==> src/hdl/pld_consts.vh <==
// register map, field positions and reset values of the pll divider block
`ifndef PLD_CONSTS_VH
`define PLD_CONSTS_VH

// register indices; byte address is four times the index
`define PLD_IDX_COUNTER_RESET 8'h09
`define PLD_IDX_PRESCALER_CTRL 8'h0a
`define PLD_IDX_REF_DIV_HIGH 8'h0b
`define PLD_IDX_REF_DIV_LOW 8'h0c
`define PLD_IDX_DIST_SELECT 8'h45
`define PLD_IDX_SWALLOW_COUNT 8'h04
`define PLD_IDX_MAIN_DIV_HIGH 8'h05
`define PLD_IDX_MAIN_DIV_LOW 8'h06
`define PLD_IDX_STATUS 8'h0f
`define PLD_IDX_REF_PULSE_COUNT 8'h10
`define PLD_IDX_FB_PULSE_COUNT 8'h11

// field positions
`define PLD_BIT_SHARED_RESET 0
`define PLD_BIT_AB_RESET 1
`define PLD_MODE_LSB 2
`define PLD_MODE_MSB 4
`define PLD_BIT_MAIN_BYPASS 6
`define PLD_BIT_DIST_SELECT 0

// widths
`define PLD_REF_W 14
`define PLD_SWALLOW_W 6
`define PLD_MAIN_W 13

// reset values and the lowest main count the status accepts
`define PLD_RST_COUNTER_RESET 2'h0
`define PLD_RST_PRESCALER_MODE 3'h0
`define PLD_RST_MAIN_BYPASS 1'h0
`define PLD_RST_REF_DIV 14'h0000
`define PLD_RST_SWALLOW 6'h00
`define PLD_RST_MAIN_DIV 13'h0000
`define PLD_RST_DIST_SELECT 1'h1
`define PLD_MAIN_MIN 13'h0003

// prescaler mode codes
`define PLD_PS_FD1 3'h0
`define PLD_PS_FD2 3'h1
`define PLD_PS_DM2 3'h2
`define PLD_PS_DM4 3'h3
`define PLD_PS_DM8 3'h4
`define PLD_PS_DM16 3'h5
`define PLD_PS_DM32 3'h6
`define PLD_PS_FD3 3'h7

`endif

==> src/hdl/pld_divider.v <==
// programmable divide-by-n pulse counter
`timescale 1ns/1ps
module pld_divider #(
    parameter W = 14
) (
    clk,
    rst_n,
    clr,
    tick,
    div_val,
    pulse
);
    input wire clk;
    input wire rst_n;
    input wire clr;
    input wire tick;
    input wire [W-1:0] div_val;
    output reg pulse;

    reg [W-1:0] cnt_reg;
    wire [W-1:0] last_w;

    // zero behaves like one
    assign last_w = (div_val == {W{1'b0}}) ? {W{1'b0}} : div_val - {{(W-1){1'b0}}, 1'b1};

    always @(posedge clk or negedge rst_n) begin
        if (!rst_n) begin
            cnt_reg <= {W{1'b0}};
            pulse <= 1'b0;
        end else if (clr) begin
            cnt_reg <= {W{1'b0}};
            pulse <= 1'b0;
        end else begin
            pulse <= 1'b0;
            if (tick) begin
                if (cnt_reg >= last_w) begin
                    cnt_reg <= {W{1'b0}};
                    pulse <= 1'b1;
                end else begin
                    cnt_reg <= cnt_reg + {{(W-1){1'b0}}, 1'b1};
                end
            end
        end
    end
endmodule

==> src/hdl/pld_prescaler.v <==
// multi-mode prescaler: fixed 1/2/3 or dual modulus p/p+1
`timescale 1ns/1ps
`include "pld_consts.vh"
module pld_prescaler (
    clk,
    rst_n,
    clr,
    tick,
    mode,
    mod_hi,
    pulse
);
    input wire clk;
    input wire rst_n;
    input wire clr;
    input wire tick;
    input wire [2:0] mode;
    input wire mod_hi;
    output reg pulse;

    reg [5:0] cnt_reg;
    reg [5:0] last_c;

    always @* begin
        case (mode)
            `PLD_PS_FD1: last_c = 6'h00;
            `PLD_PS_FD2: last_c = 6'h01;
            `PLD_PS_FD3: last_c = 6'h02;
            `PLD_PS_DM2: last_c = 6'h01 + {5'h00, mod_hi};
            `PLD_PS_DM4: last_c = 6'h03 + {5'h00, mod_hi};
            `PLD_PS_DM8: last_c = 6'h07 + {5'h00, mod_hi};
            `PLD_PS_DM16: last_c = 6'h0f + {5'h00, mod_hi};
            `PLD_PS_DM32: last_c = 6'h1f + {5'h00, mod_hi};
            default: last_c = 6'h00;
        endcase
    end

    always @(posedge clk or negedge rst_n) begin
        if (!rst_n) begin
            cnt_reg <= 6'h00;
            pulse <= 1'b0;
        end else if (clr) begin
            cnt_reg <= 6'h00;
            pulse <= 1'b0;
        end else begin
            pulse <= 1'b0;
            if (tick) begin
                if (cnt_reg >= last_c) begin
                    cnt_reg <= 6'h00;
                    pulse <= 1'b1;
                end else begin
                    cnt_reg <= cnt_reg + 6'h01;
                end
            end
        end
    end
endmodule

==> src/hdl/pld_top.v <==
// pll reference and feedback dividers with ahb-lite register slave
//
// Notes on behaviour
// - select bit zero routes oscillator to distribution
// - auxiliary input feeds distribution after reset
// - only oscillator input drives feedback divider
// - reference divider is 14-bit, hclk clocked, counts reference edges
// - reference divides 1..16383, zero means one
// - reference value from high and low fields
// - reference divider output goes to detector
// - prescaler 3-bit mode, 6-bit swallow, 13-bit main
// - mode codes select fixed or dual ratios
// - fixed modes ignore swallow; main may bypass
// - bypass bit one makes main divide one
// - main count resets zero, software overwrites
// - dedicated bit resets prescaler, swallow and main only
// - shared bit resets reference, swallow, main
// - dual mode divides by p*main plus swallow
// - fixed mode divides by ratio times main
`timescale 1ns/1ps
`include "pld_consts.vh"
module pld_top (
    hclk,
    hresetn,
    hsel,
    haddr,
    htrans,
    hwrite,
    hsize,
    hwdata,
    hready,
    hreadyout,
    hresp,
    hrdata,
    reference_clock_input,
    auxiliary_clock_input,
    oscillator_feedback_input,
    distribution_clock,
    pfd_reference_pulse,
    pfd_feedback_pulse
);
    input wire hclk;
    input wire hresetn;
    input wire hsel;
    input wire [31:0] haddr;
    input wire [1:0] htrans;
    input wire hwrite;
    input wire [2:0] hsize;
    input wire [31:0] hwdata;
    input wire hready;
    output wire hreadyout;
    output wire hresp;
    output reg [31:0] hrdata;

    input wire reference_clock_input;
    input wire auxiliary_clock_input;
    input wire oscillator_feedback_input;

    output wire distribution_clock;
    output wire pfd_reference_pulse;
    output reg pfd_feedback_pulse;

    ////////////////////////////////////////////////////////////////////////////////
    // helpers

    // fixed modes are 000, 001 and 111; the rest are dual modulus
    function is_dual;
        input [2:0] mode;
        begin
            is_dual = (mode != `PLD_PS_FD1) && (mode != `PLD_PS_FD2) && (mode != `PLD_PS_FD3);
        end
    endfunction

    ////////////////////////////////////////////////////////////////////////////////
    // control registers

    // reset levels are held by software, never self-cleared
    reg shared_reset_reg;
    reg ab_reset_reg;

    // divide settings as written
    reg [2:0] ps_mode_reg;
    reg main_bypass_reg;
    reg [`PLD_REF_W-1:0] ref_div_reg;
    reg [`PLD_SWALLOW_W-1:0] swallow_reg;
    reg [`PLD_MAIN_W-1:0] main_div_reg;

    reg dist_select_reg;

    // read-only tallies that wrap at 256
    reg [7:0] ref_pulse_cnt_reg;
    reg [7:0] fb_pulse_cnt_reg;

    ////////////////////////////////////////////////////////////////////////////////
    // ahb-lite slave: writes take no wait, reads take one wait state

    // data-phase copies of the address phase
    reg dp_valid_reg;
    reg dp_write_reg;
    reg dp_ok_reg;
    reg [7:0] dp_idx_reg;

    reg rd_wait_reg;
    reg [31:0] rd_word;

    wire take;
    wire wr_commit;

    // seq is taken like nonseq; idle and busy start nothing
    assign take = hsel & hready & htrans[1];
    assign hreadyout = ~rd_wait_reg;
    assign hresp = 1'b0;
    assign wr_commit = dp_valid_reg & dp_write_reg & dp_ok_reg;

    always @(posedge hclk or negedge hresetn) begin
        if (!hresetn) begin
            dp_valid_reg <= 1'b0;
            dp_write_reg <= 1'b0;
            dp_ok_reg <= 1'b0;
            dp_idx_reg <= 8'h00;
            rd_wait_reg <= 1'b0;
        end else begin
            if (hreadyout) begin
                dp_valid_reg <= take;
                if (take) begin
                    dp_write_reg <= hwrite;
                    dp_idx_reg <= haddr[9:2];
                    // anything outside the word-aligned window reads zero, writes are dropped
                    dp_ok_reg <= (haddr[31:10] == 22'h000000) && (haddr[1:0] == 2'h0);
                end
            end
            // a read stalls its data phase once, a write never
            rd_wait_reg <= hreadyout & take & ~hwrite;
        end
    end

    // hrdata holds between reads, so a late sample is safe
    // the wait state lets a read see a write committed just before it
    always @(posedge hclk or negedge hresetn) begin
        if (!hresetn) begin
            hrdata <= 32'h00000000;
        end else if (rd_wait_reg) begin
            hrdata <= dp_ok_reg ? rd_word : 32'h00000000;
        end
    end

    always @* begin
        rd_word = 32'h00000000;
        case (dp_idx_reg)
            `PLD_IDX_COUNTER_RESET: begin
                rd_word[`PLD_BIT_SHARED_RESET] = shared_reset_reg;
                rd_word[`PLD_BIT_AB_RESET] = ab_reset_reg;
            end
            `PLD_IDX_PRESCALER_CTRL: begin
                rd_word[`PLD_MODE_MSB:`PLD_MODE_LSB] = ps_mode_reg;
                rd_word[`PLD_BIT_MAIN_BYPASS] = main_bypass_reg;
            end
            `PLD_IDX_REF_DIV_HIGH: rd_word[5:0] = ref_div_reg[13:8];
            `PLD_IDX_REF_DIV_LOW: rd_word[7:0] = ref_div_reg[7:0];
            `PLD_IDX_DIST_SELECT: rd_word[`PLD_BIT_DIST_SELECT] = dist_select_reg;
            `PLD_IDX_SWALLOW_COUNT: rd_word[5:0] = swallow_reg;
            `PLD_IDX_MAIN_DIV_HIGH: rd_word[4:0] = main_div_reg[12:8];
            `PLD_IDX_MAIN_DIV_LOW: rd_word[7:0] = main_div_reg[7:0];
            // status is derived live and has no write path
            `PLD_IDX_STATUS: begin
                rd_word[0] = is_dual(ps_mode_reg);
                // flags a main count the divider cannot honour
                rd_word[1] = ~main_bypass_reg & (main_div_reg < `PLD_MAIN_MIN);
                // bypass outside fixed mode is a software fault
                rd_word[2] = main_bypass_reg & is_dual(ps_mode_reg);
                rd_word[3] = dist_select_reg;
            end
            `PLD_IDX_REF_PULSE_COUNT: rd_word[7:0] = ref_pulse_cnt_reg;
            `PLD_IDX_FB_PULSE_COUNT: rd_word[7:0] = fb_pulse_cnt_reg;
            default: rd_word = 32'h00000000;
        endcase
    end

    always @(posedge hclk or negedge hresetn) begin
        if (!hresetn) begin
            shared_reset_reg <= 1'b0;
            ab_reset_reg <= 1'b0;
            ps_mode_reg <= `PLD_RST_PRESCALER_MODE;
            main_bypass_reg <= `PLD_RST_MAIN_BYPASS;
            ref_div_reg <= `PLD_RST_REF_DIV;
            swallow_reg <= `PLD_RST_SWALLOW;
            main_div_reg <= `PLD_RST_MAIN_DIV;
            dist_select_reg <= `PLD_RST_DIST_SELECT;
        // hwdata stands in the data phase and is taken at its end edge
        end else if (wr_commit) begin
            case (dp_idx_reg)
                `PLD_IDX_COUNTER_RESET: begin
                    shared_reset_reg <= hwdata[`PLD_BIT_SHARED_RESET];
                    ab_reset_reg <= hwdata[`PLD_BIT_AB_RESET];
                end
                `PLD_IDX_PRESCALER_CTRL: begin
                    ps_mode_reg <= hwdata[`PLD_MODE_MSB:`PLD_MODE_LSB];
                    main_bypass_reg <= hwdata[`PLD_BIT_MAIN_BYPASS];
                end
                `PLD_IDX_REF_DIV_HIGH: ref_div_reg[13:8] <= hwdata[5:0];
                `PLD_IDX_REF_DIV_LOW: ref_div_reg[7:0] <= hwdata[7:0];
                `PLD_IDX_DIST_SELECT: dist_select_reg <= hwdata[`PLD_BIT_DIST_SELECT];
                `PLD_IDX_SWALLOW_COUNT: swallow_reg <= hwdata[5:0];
                `PLD_IDX_MAIN_DIV_HIGH: main_div_reg[12:8] <= hwdata[4:0];
                `PLD_IDX_MAIN_DIV_LOW: main_div_reg[7:0] <= hwdata[7:0];
                // status and tallies are read-only; writes land here
                default: shared_reset_reg <= shared_reset_reg;
            endcase
        end
    end

    ////////////////////////////////////////////////////////////////////////////////
    // pin synchronisers; the edge detector reads stages two and three

    // stage three is kept only to spot the rising edge
    reg [2:0] ref_sync_reg;
    reg [2:0] osc_sync_reg;
    wire ref_tick;
    wire osc_tick;

    always @(posedge hclk or negedge hresetn) begin
        if (!hresetn) begin
            ref_sync_reg <= 3'h0;
            osc_sync_reg <= 3'h0;
        end else begin
            ref_sync_reg <= {ref_sync_reg[1:0], reference_clock_input};
            osc_sync_reg <= {osc_sync_reg[1:0], oscillator_feedback_input};
        end
    end

    // inputs must stay below a quarter of hclk to be counted edge for edge
    assign ref_tick = ref_sync_reg[1] & ~ref_sync_reg[2];
    assign osc_tick = osc_sync_reg[1] & ~osc_sync_reg[2];

    ////////////////////////////////////////////////////////////////////////////////
    // distribution source: a plain mux, no retiming, so the clock keeps its jitter

    // a select change while both clocks run may leave a runt pulse
    assign distribution_clock = dist_select_reg ? auxiliary_clock_input : oscillator_feedback_input;

    ////////////////////////////////////////////////////////////////////////////////
    // reference divider

    // only the shared bit clears this counter
    pld_divider #(
        .W(`PLD_REF_W)
    ) u_ref_div (
        .clk(hclk),
        .rst_n(hresetn),
        .clr(shared_reset_reg),
        .tick(ref_tick),
        .div_val(ref_div_reg),
        .pulse(pfd_reference_pulse)
    );

    ////////////////////////////////////////////////////////////////////////////////
    // feedback divider: prescaler, swallow and main counters

    wire ab_clr;
    wire dual_mode;
    wire ps_mod_hi;
    wire ps_pulse;
    // counts after mode and bypass are applied
    wire [`PLD_SWALLOW_W-1:0] swallow_eff;
    wire [`PLD_MAIN_W-1:0] main_eff;

    reg [`PLD_SWALLOW_W-1:0] swallow_left_reg;
    reg [`PLD_MAIN_W-1:0] main_left_reg;
    reg ab_clr_d_reg;

    // either reset bit holds the prescaler and both counters
    assign ab_clr = shared_reset_reg | ab_reset_reg;
    assign dual_mode = is_dual(ps_mode_reg);
    assign swallow_eff = dual_mode ? swallow_reg : {`PLD_SWALLOW_W{1'b0}};
    // a main count of zero acts as one; status flags it
    assign main_eff = main_bypass_reg ? {{(`PLD_MAIN_W-1){1'b0}}, 1'b1} : main_div_reg;
    // high modulus while swallow count remains, giving p*main + swallow
    assign ps_mod_hi = dual_mode & (swallow_left_reg != {`PLD_SWALLOW_W{1'b0}});

    // the auxiliary pin never reaches the prescaler
    pld_prescaler u_prescaler (
        .clk(hclk),
        .rst_n(hresetn),
        .clr(ab_clr),
        .tick(osc_tick),
        .mode(ps_mode_reg),
        .mod_hi(ps_mod_hi),
        .pulse(ps_pulse)
    );

    always @(posedge hclk or negedge hresetn) begin
        if (!hresetn) begin
            // load once after reset so the first frame uses the settings
            ab_clr_d_reg <= 1'b1;
            swallow_left_reg <= {`PLD_SWALLOW_W{1'b0}};
            main_left_reg <= {`PLD_MAIN_W{1'b0}};
            pfd_feedback_pulse <= 1'b0;
        end else begin
            ab_clr_d_reg <= ab_clr;
            pfd_feedback_pulse <= 1'b0;
            if (ab_clr | ab_clr_d_reg) begin
                // load while held and on the cycle of release
                swallow_left_reg <= swallow_eff;
                main_left_reg <= main_eff;
            end else if (ps_pulse) begin
                // one prescaler cycle done; the last main count ends the frame
                if (main_left_reg <= {{(`PLD_MAIN_W-1){1'b0}}, 1'b1}) begin
                    pfd_feedback_pulse <= 1'b1;
                    swallow_left_reg <= swallow_eff;
                    main_left_reg <= main_eff;
                end else begin
                    main_left_reg <= main_left_reg - {{(`PLD_MAIN_W-1){1'b0}}, 1'b1};
                    // a swallow count above the main count is never used up
                    if (swallow_left_reg != {`PLD_SWALLOW_W{1'b0}}) begin
                        swallow_left_reg <= swallow_left_reg - {{(`PLD_SWALLOW_W-1){1'b0}}, 1'b1};
                    end
                end
            end
        end
    end

    ////////////////////////////////////////////////////////////////////////////////
    // pulse counters let software check the ratio without a scope

    always @(posedge hclk or negedge hresetn) begin
        if (!hresetn) begin
            ref_pulse_cnt_reg <= 8'h00;
            fb_pulse_cnt_reg <= 8'h00;
        end else begin
            if (pfd_reference_pulse) begin
                ref_pulse_cnt_reg <= ref_pulse_cnt_reg + 8'h01;
            end

            if (pfd_feedback_pulse) begin
                fb_pulse_cnt_reg <= fb_pulse_cnt_reg + 8'h01;
            end
        end
    end
endmodule

==> config.mk <==
export PLATFORM = sky130hd
export DESIGN_NAME = pld_top
export DESIGN_NICKNAME = d
export VERILOG_FILES = /design/src/hdl/pld_divider.v /design/src/hdl/pld_prescaler.v /design/src/hdl/pld_top.v
export VERILOG_INCLUDE_DIRS = /design/src /design/src/hdl
export SDC_FILE = /design/constraint.sdc
export NUM_CORES = 1
export LEC_CHECK = 0
export ABC_AREA = 1
export ABC_CLOCK_PERIOD_IN_PS = 6600
export BUFFER_PORTS_ARGS = -buffer_cell sky130_fd_sc_hd__buf_2
export CAP_MARGIN = 20
export CORE_MARGIN = 2
export CORE_UTILIZATION = 30
export CTS_CLUSTER_DIAMETER = 60
export CTS_CLUSTER_SIZE = 30
export DETAILED_ROUTE_END_ITERATION = 10
export PLACE_DENSITY = 0.56
export SETUP_SLACK_MARGIN = 0.05
export SLEW_MARGIN = 20
export SYNTH_ARGS = -nofsm -noshare
export SYNTH_HDL_FRONTEND = slang
export SYNTH_SLANG_ARGS = --single-unit
==> constraint.sdc <==
create_clock -name hclk -period 6.6 [get_ports hclk]
set_clock_uncertainty 0.05 [all_clocks]
set_input_delay 0 -clock hclk [delete_from_list [all_inputs] [get_ports hclk]]
set_output_delay 0 -clock hclk [all_outputs]
set_load 0.02 [all_outputs]
==> results <==
- CTS built an H-tree with a depth of 4.
- Cells with a size suffix above 1 make up 14.5% of the layout.
- Max-cap violations in this run came to 0.
- The final hold violation count is 0.
- The relative contribution of combinational cells to total power is 7.0%.
- The sequential power share is 40.4%.
- Setup violations remaining at the end of the flow were counted as 0.
- The cell count after synthesis came out at 1013.
- The detail-routed net length per standard cell is 13.6 µm.
- The worst path in the final design needs a cycle of 3040 ps, including I/O delays and setup.
- Routability-driven placement finished with a final weighted congestion of 0.884.
- The internal power contribution is 1.49 mW.
- Measured against its own limit, the worst slew margin works out to 39.6%.
- The repair_antennas step left the layout with diodes totalling 0.
- Setup repair after global routing left no endpoint under its margin.
- The count of flip-flops with a built-in enable after synthesis is 0.
- The cell accounting for the most synthesized area is sky130_fd_sc_hd__dfrtp_1.
- The floorplan step set the die height to 164 µm.
- The clock transition time at the flip-flop clock pins of the worst setup and hold paths is 60 ps.
- In this design, the critical path's most frequently occurring cell is sky130_fd_sc_hd__nand2_1.
- The floorplan step set the die width to 164 µm.
- The initial utilization of the core area, before any placement, comes to 30.5%.
- The unique cell type count in the Yosys netlist is 43.
- For this run, the detailed router's first-pass iteration total came to 5.
- The final worst-path cycle share is 46.1%.
- The worst setup timing slack at the placement stage is 3530 ps.
- Counting flops with an async set or reset pin after synthesis yields a share of 100%.
- The startpoint type of the worst setup path is a register.
- Summing all placed instances gives a cell area of 8210 µm².
- The run finished with clean final reports.
- The initial antenna violation count is 0.
- The total power of the final layout is 1.95 mW.
- The peak clock frequency supported by timing is 0.329 GHz.
- The total power divided by cell area is 214 nW/µm².
- The floorplan step defined a core boundary enclosing 25200 µm².
- The top cell type by area accounts for 40.0% of the synthesized area.
- The library cells used most frequently in the layout, excluding fill and tap cells, are sky130_fd_sc_hd__nand2_1, sky130_fd_sc_hd__dfrtp_1, sky130_fd_sc_hd__nor2_1, sky130_fd_sc_hd__inv_1, sky130_fd_sc_hd__nand3_1.
- After synthesis, the mean cell area works out to 7.59 µm².
- For this run, design rule violations remaining after detail routing come to 0.
- No sink is reached through more buffers than the 2 on the longest clock path.
- The netlist area before placement is 7690 µm².
- The top metal layer carrying routed signals is met4.
- The net count reported at finish is 1209.
- The half-perimeter wire length of the detailed placement result is 14300 µm.
- After synthesis, the cell types taking the most area are sky130_fd_sc_hd__dfrtp_1, sky130_fd_sc_hd__nand2_1, sky130_fd_sc_hd__nand3_1.
- The CTS buffer count is 17.
- The number of buffer cells added on primary ports is 60.
- The worst register-to-register path has a setup slack of 3560 ps.
- The maximum VDD drop is 0.168 mV.
- The amount of wire on met2 after detailed routing is 9480 µm.
- In the final routing, the length of wire on met1 measures 9200 µm.
- The number of buffers inserted for hold repair after clock tree synthesis is 27.
- The via density per instance is 4.55.
- Once the clock tree was built, the resizer swapped 0 gates to a different size.
- The final design area excluding fillers is 9120 µm².
- The required time of the critical path is 6890 ps.
- The post-route setup TNS is 0 ps.
- The total overflow reported by the global router is 0.
- The type of the worst min-delay path is in2reg.
- Once detail routing completed, the nets flagged for antenna violations numbered 0.
- The area of the die is 26900 µm².
- Along the worst path, the maximum fanout reaches 10.
- The routed via count is 6589.
- The final routed wirelength across all metal layers is 19600 µm.
- The cell row count is 58.
- The switching component of the power is 460 µW.
- Entering global routing, the biggest net connects 71 pins.
- In the global route stage, overall resource usage came out at 15.3%.
- The smallest setup slack after layout is 3560 ps.
- The TritonCTS clock tree is done.
- The first global-routing pass estimated 32400 µm of wire.
- The slew at the pin closest to its max-slew limit is 906 ps.
- The worst setup path is captured at a register.
- In the synthesized netlist the dominant register cell turns out to be sky130_fd_sc_hd__dfrtp_1.
- The via count of the first global-routing pass is 6309.
- The clock sink count is 125.
- The setup path with the least slack is of type reg2reg.
- The leakage dissipation is 4.79 nW.
- Walking the worst path, the cells encountered are inv_1, ha_1, nand2_1, nor3_2, nand2_1, inv_2, nand2_2, nand3_1, ha_1, nand2_1, nand2_1, nand2_1, nand2_1, nor2_1, nand4_1, a21oi_1.
- The count of final max-slew check failures is 0.
- The number of setup buffers added after CTS is 0.
- For this design, the slowest cell found on the critical path is sky130_fd_sc_hd__dfrtp_1.
- The sum of met3 wire segment lengths after detailed routing is 649 µm.
- The switching part of the total is 23.6%.
- The stage delay of the slowest cell on the critical path is 410 ps.
- The library cell used most frequently in the layout, excluding fill and tap cells, is sky130_fd_sc_hd__nand2_1.
- Pin placement for this block handled 114 I/O pins.
- The register area share after synthesis is 40.7%.
- The number of DRC violations after detailed-routing iteration 0 is 408.
- During synthesis, Yosys emitted a total of 0 warnings.
- The arrival time of the worst setup path is 3330 ps.
- The synthesized design contains 125 register bits.
- Relative to the synthesized area, the layout overhead comes to 18.6%.
- The clock network latency to the later pin of the worst-skew pair is 420 ps.
- The share of power burned in the clock network is 52.6%.
- The tree is rooted in a sky130_fd_sc_hd__clkbuf_16.
[Yosys cell counts, types with 3 or more instances]
master	instances
sky130_fd_sc_hd__a21oi_1	21
sky130_fd_sc_hd__and3_1	3
sky130_fd_sc_hd__buf_2	6
sky130_fd_sc_hd__buf_4	27
sky130_fd_sc_hd__buf_6	5
sky130_fd_sc_hd__dfrtp_1	123
sky130_fd_sc_hd__ha_1	28
sky130_fd_sc_hd__inv_1	83
sky130_fd_sc_hd__inv_2	14
sky130_fd_sc_hd__inv_4	6
sky130_fd_sc_hd__nand2_1	310
sky130_fd_sc_hd__nand2_2	11
sky130_fd_sc_hd__nand3_1	73
sky130_fd_sc_hd__nand3_2	4
sky130_fd_sc_hd__nand4_1	20
sky130_fd_sc_hd__nor2_1	87
sky130_fd_sc_hd__nor2_2	12
sky130_fd_sc_hd__nor2_4	4
sky130_fd_sc_hd__nor3_1	9
sky130_fd_sc_hd__nor3_2	4
sky130_fd_sc_hd__nor4_1	6
sky130_fd_sc_hd__o21ai_0	46
sky130_fd_sc_hd__o21ai_1	33
sky130_fd_sc_hd__o22ai_1	6
sky130_fd_sc_hd__or2_2	4
sky130_fd_sc_hd__xnor2_1	11
sky130_fd_sc_hd__xor2_1	35
[path summary, 6_finish.rpt]
kind	from	end	cells after the start
hold reg to reg	osc_sync_reg[0]	osc_sync_reg[1]	0
hold / removal	hready	dp_write_reg	4
min in group asynchronous	hresetn	u_prescaler.cnt_reg[0]	2
setup reg to reg	ref_div_reg[0]	u_ref_div.cnt_reg[4]	16
setup / recovery	ref_div_reg[0]	u_ref_div.cnt_reg[4]	16
max in group asynchronous	hresetn	dp_idx_reg[6]	3
[critical path, delay by kind of cell, from the launching register on]
| family | cells | cell delay, ps |
|---|---|---|
| buffers and inverters | 2 | 240 |
| adders and majority gates | 2 | 450 |
| AOI/OAI and AO/OA | 1 | 270 |
| and+or+nand+nor | 11 | 1550 |
| DFF | 1 | 410 |
[routing by layer]
metal / vias up / global-route usage (%)
met3: 20 / 2.95
met1: 3066 / 20.5
li1: 3392 / -
met4: 0 / 4.19
met2: 111 / 25.3
met5: - / 0
[power by group through the flow]
stage	Combinational, mW	Clock, mW	Sequential, mW
floorplan	0.0854	0	0.801
global placement	0.124	0	0.802
detailed placement	0.125	0	0.802
CTS	0.137	1.04	0.789
global route	0.153	1.08	0.790
finish	0.136	1.03	0.789
[logic make-up after synthesis]
logic type / synth area share, %
buffers and inverters: 9.13
other: 0.0488
DFF: 40.7
muxes: 0.293
AOI/OAI and AO/OA: 7.70
adders and majority gates: 4.56
and+or+nand+nor: 32.3
xor gates and xnor gates: 5.24
[per-stage QoR]
stage	hold slack (ps)	instances	utilization [%]
2_1_floorplan	-346	1037	-
3_3_place_gp	59.0	1388	32.6
3_5_place_dp	62.5	1388	32.6
4_1_cts	0.312	1447	36.2
5_1_grt	23.8	1447	36.2
6_report	4.50	1447	36.2
[area by class of cell]
| type | count | area [µm²] |
|---|---|---|
| Clock inverter | 9 | 158 |
| Fill cell | 2653 | 16100 |
| Tap cell | 330 | 413 |
| Timing Repair Buffer | 88 | 581 |
| Inverter | 104 | 405 |
| Multi-Input combinational cell | 768 | 3950 |
| Sequential cell | 125 | 3130 |
| Clock buffer | 23 | 488 |
(Power assumes the default switching activity.)
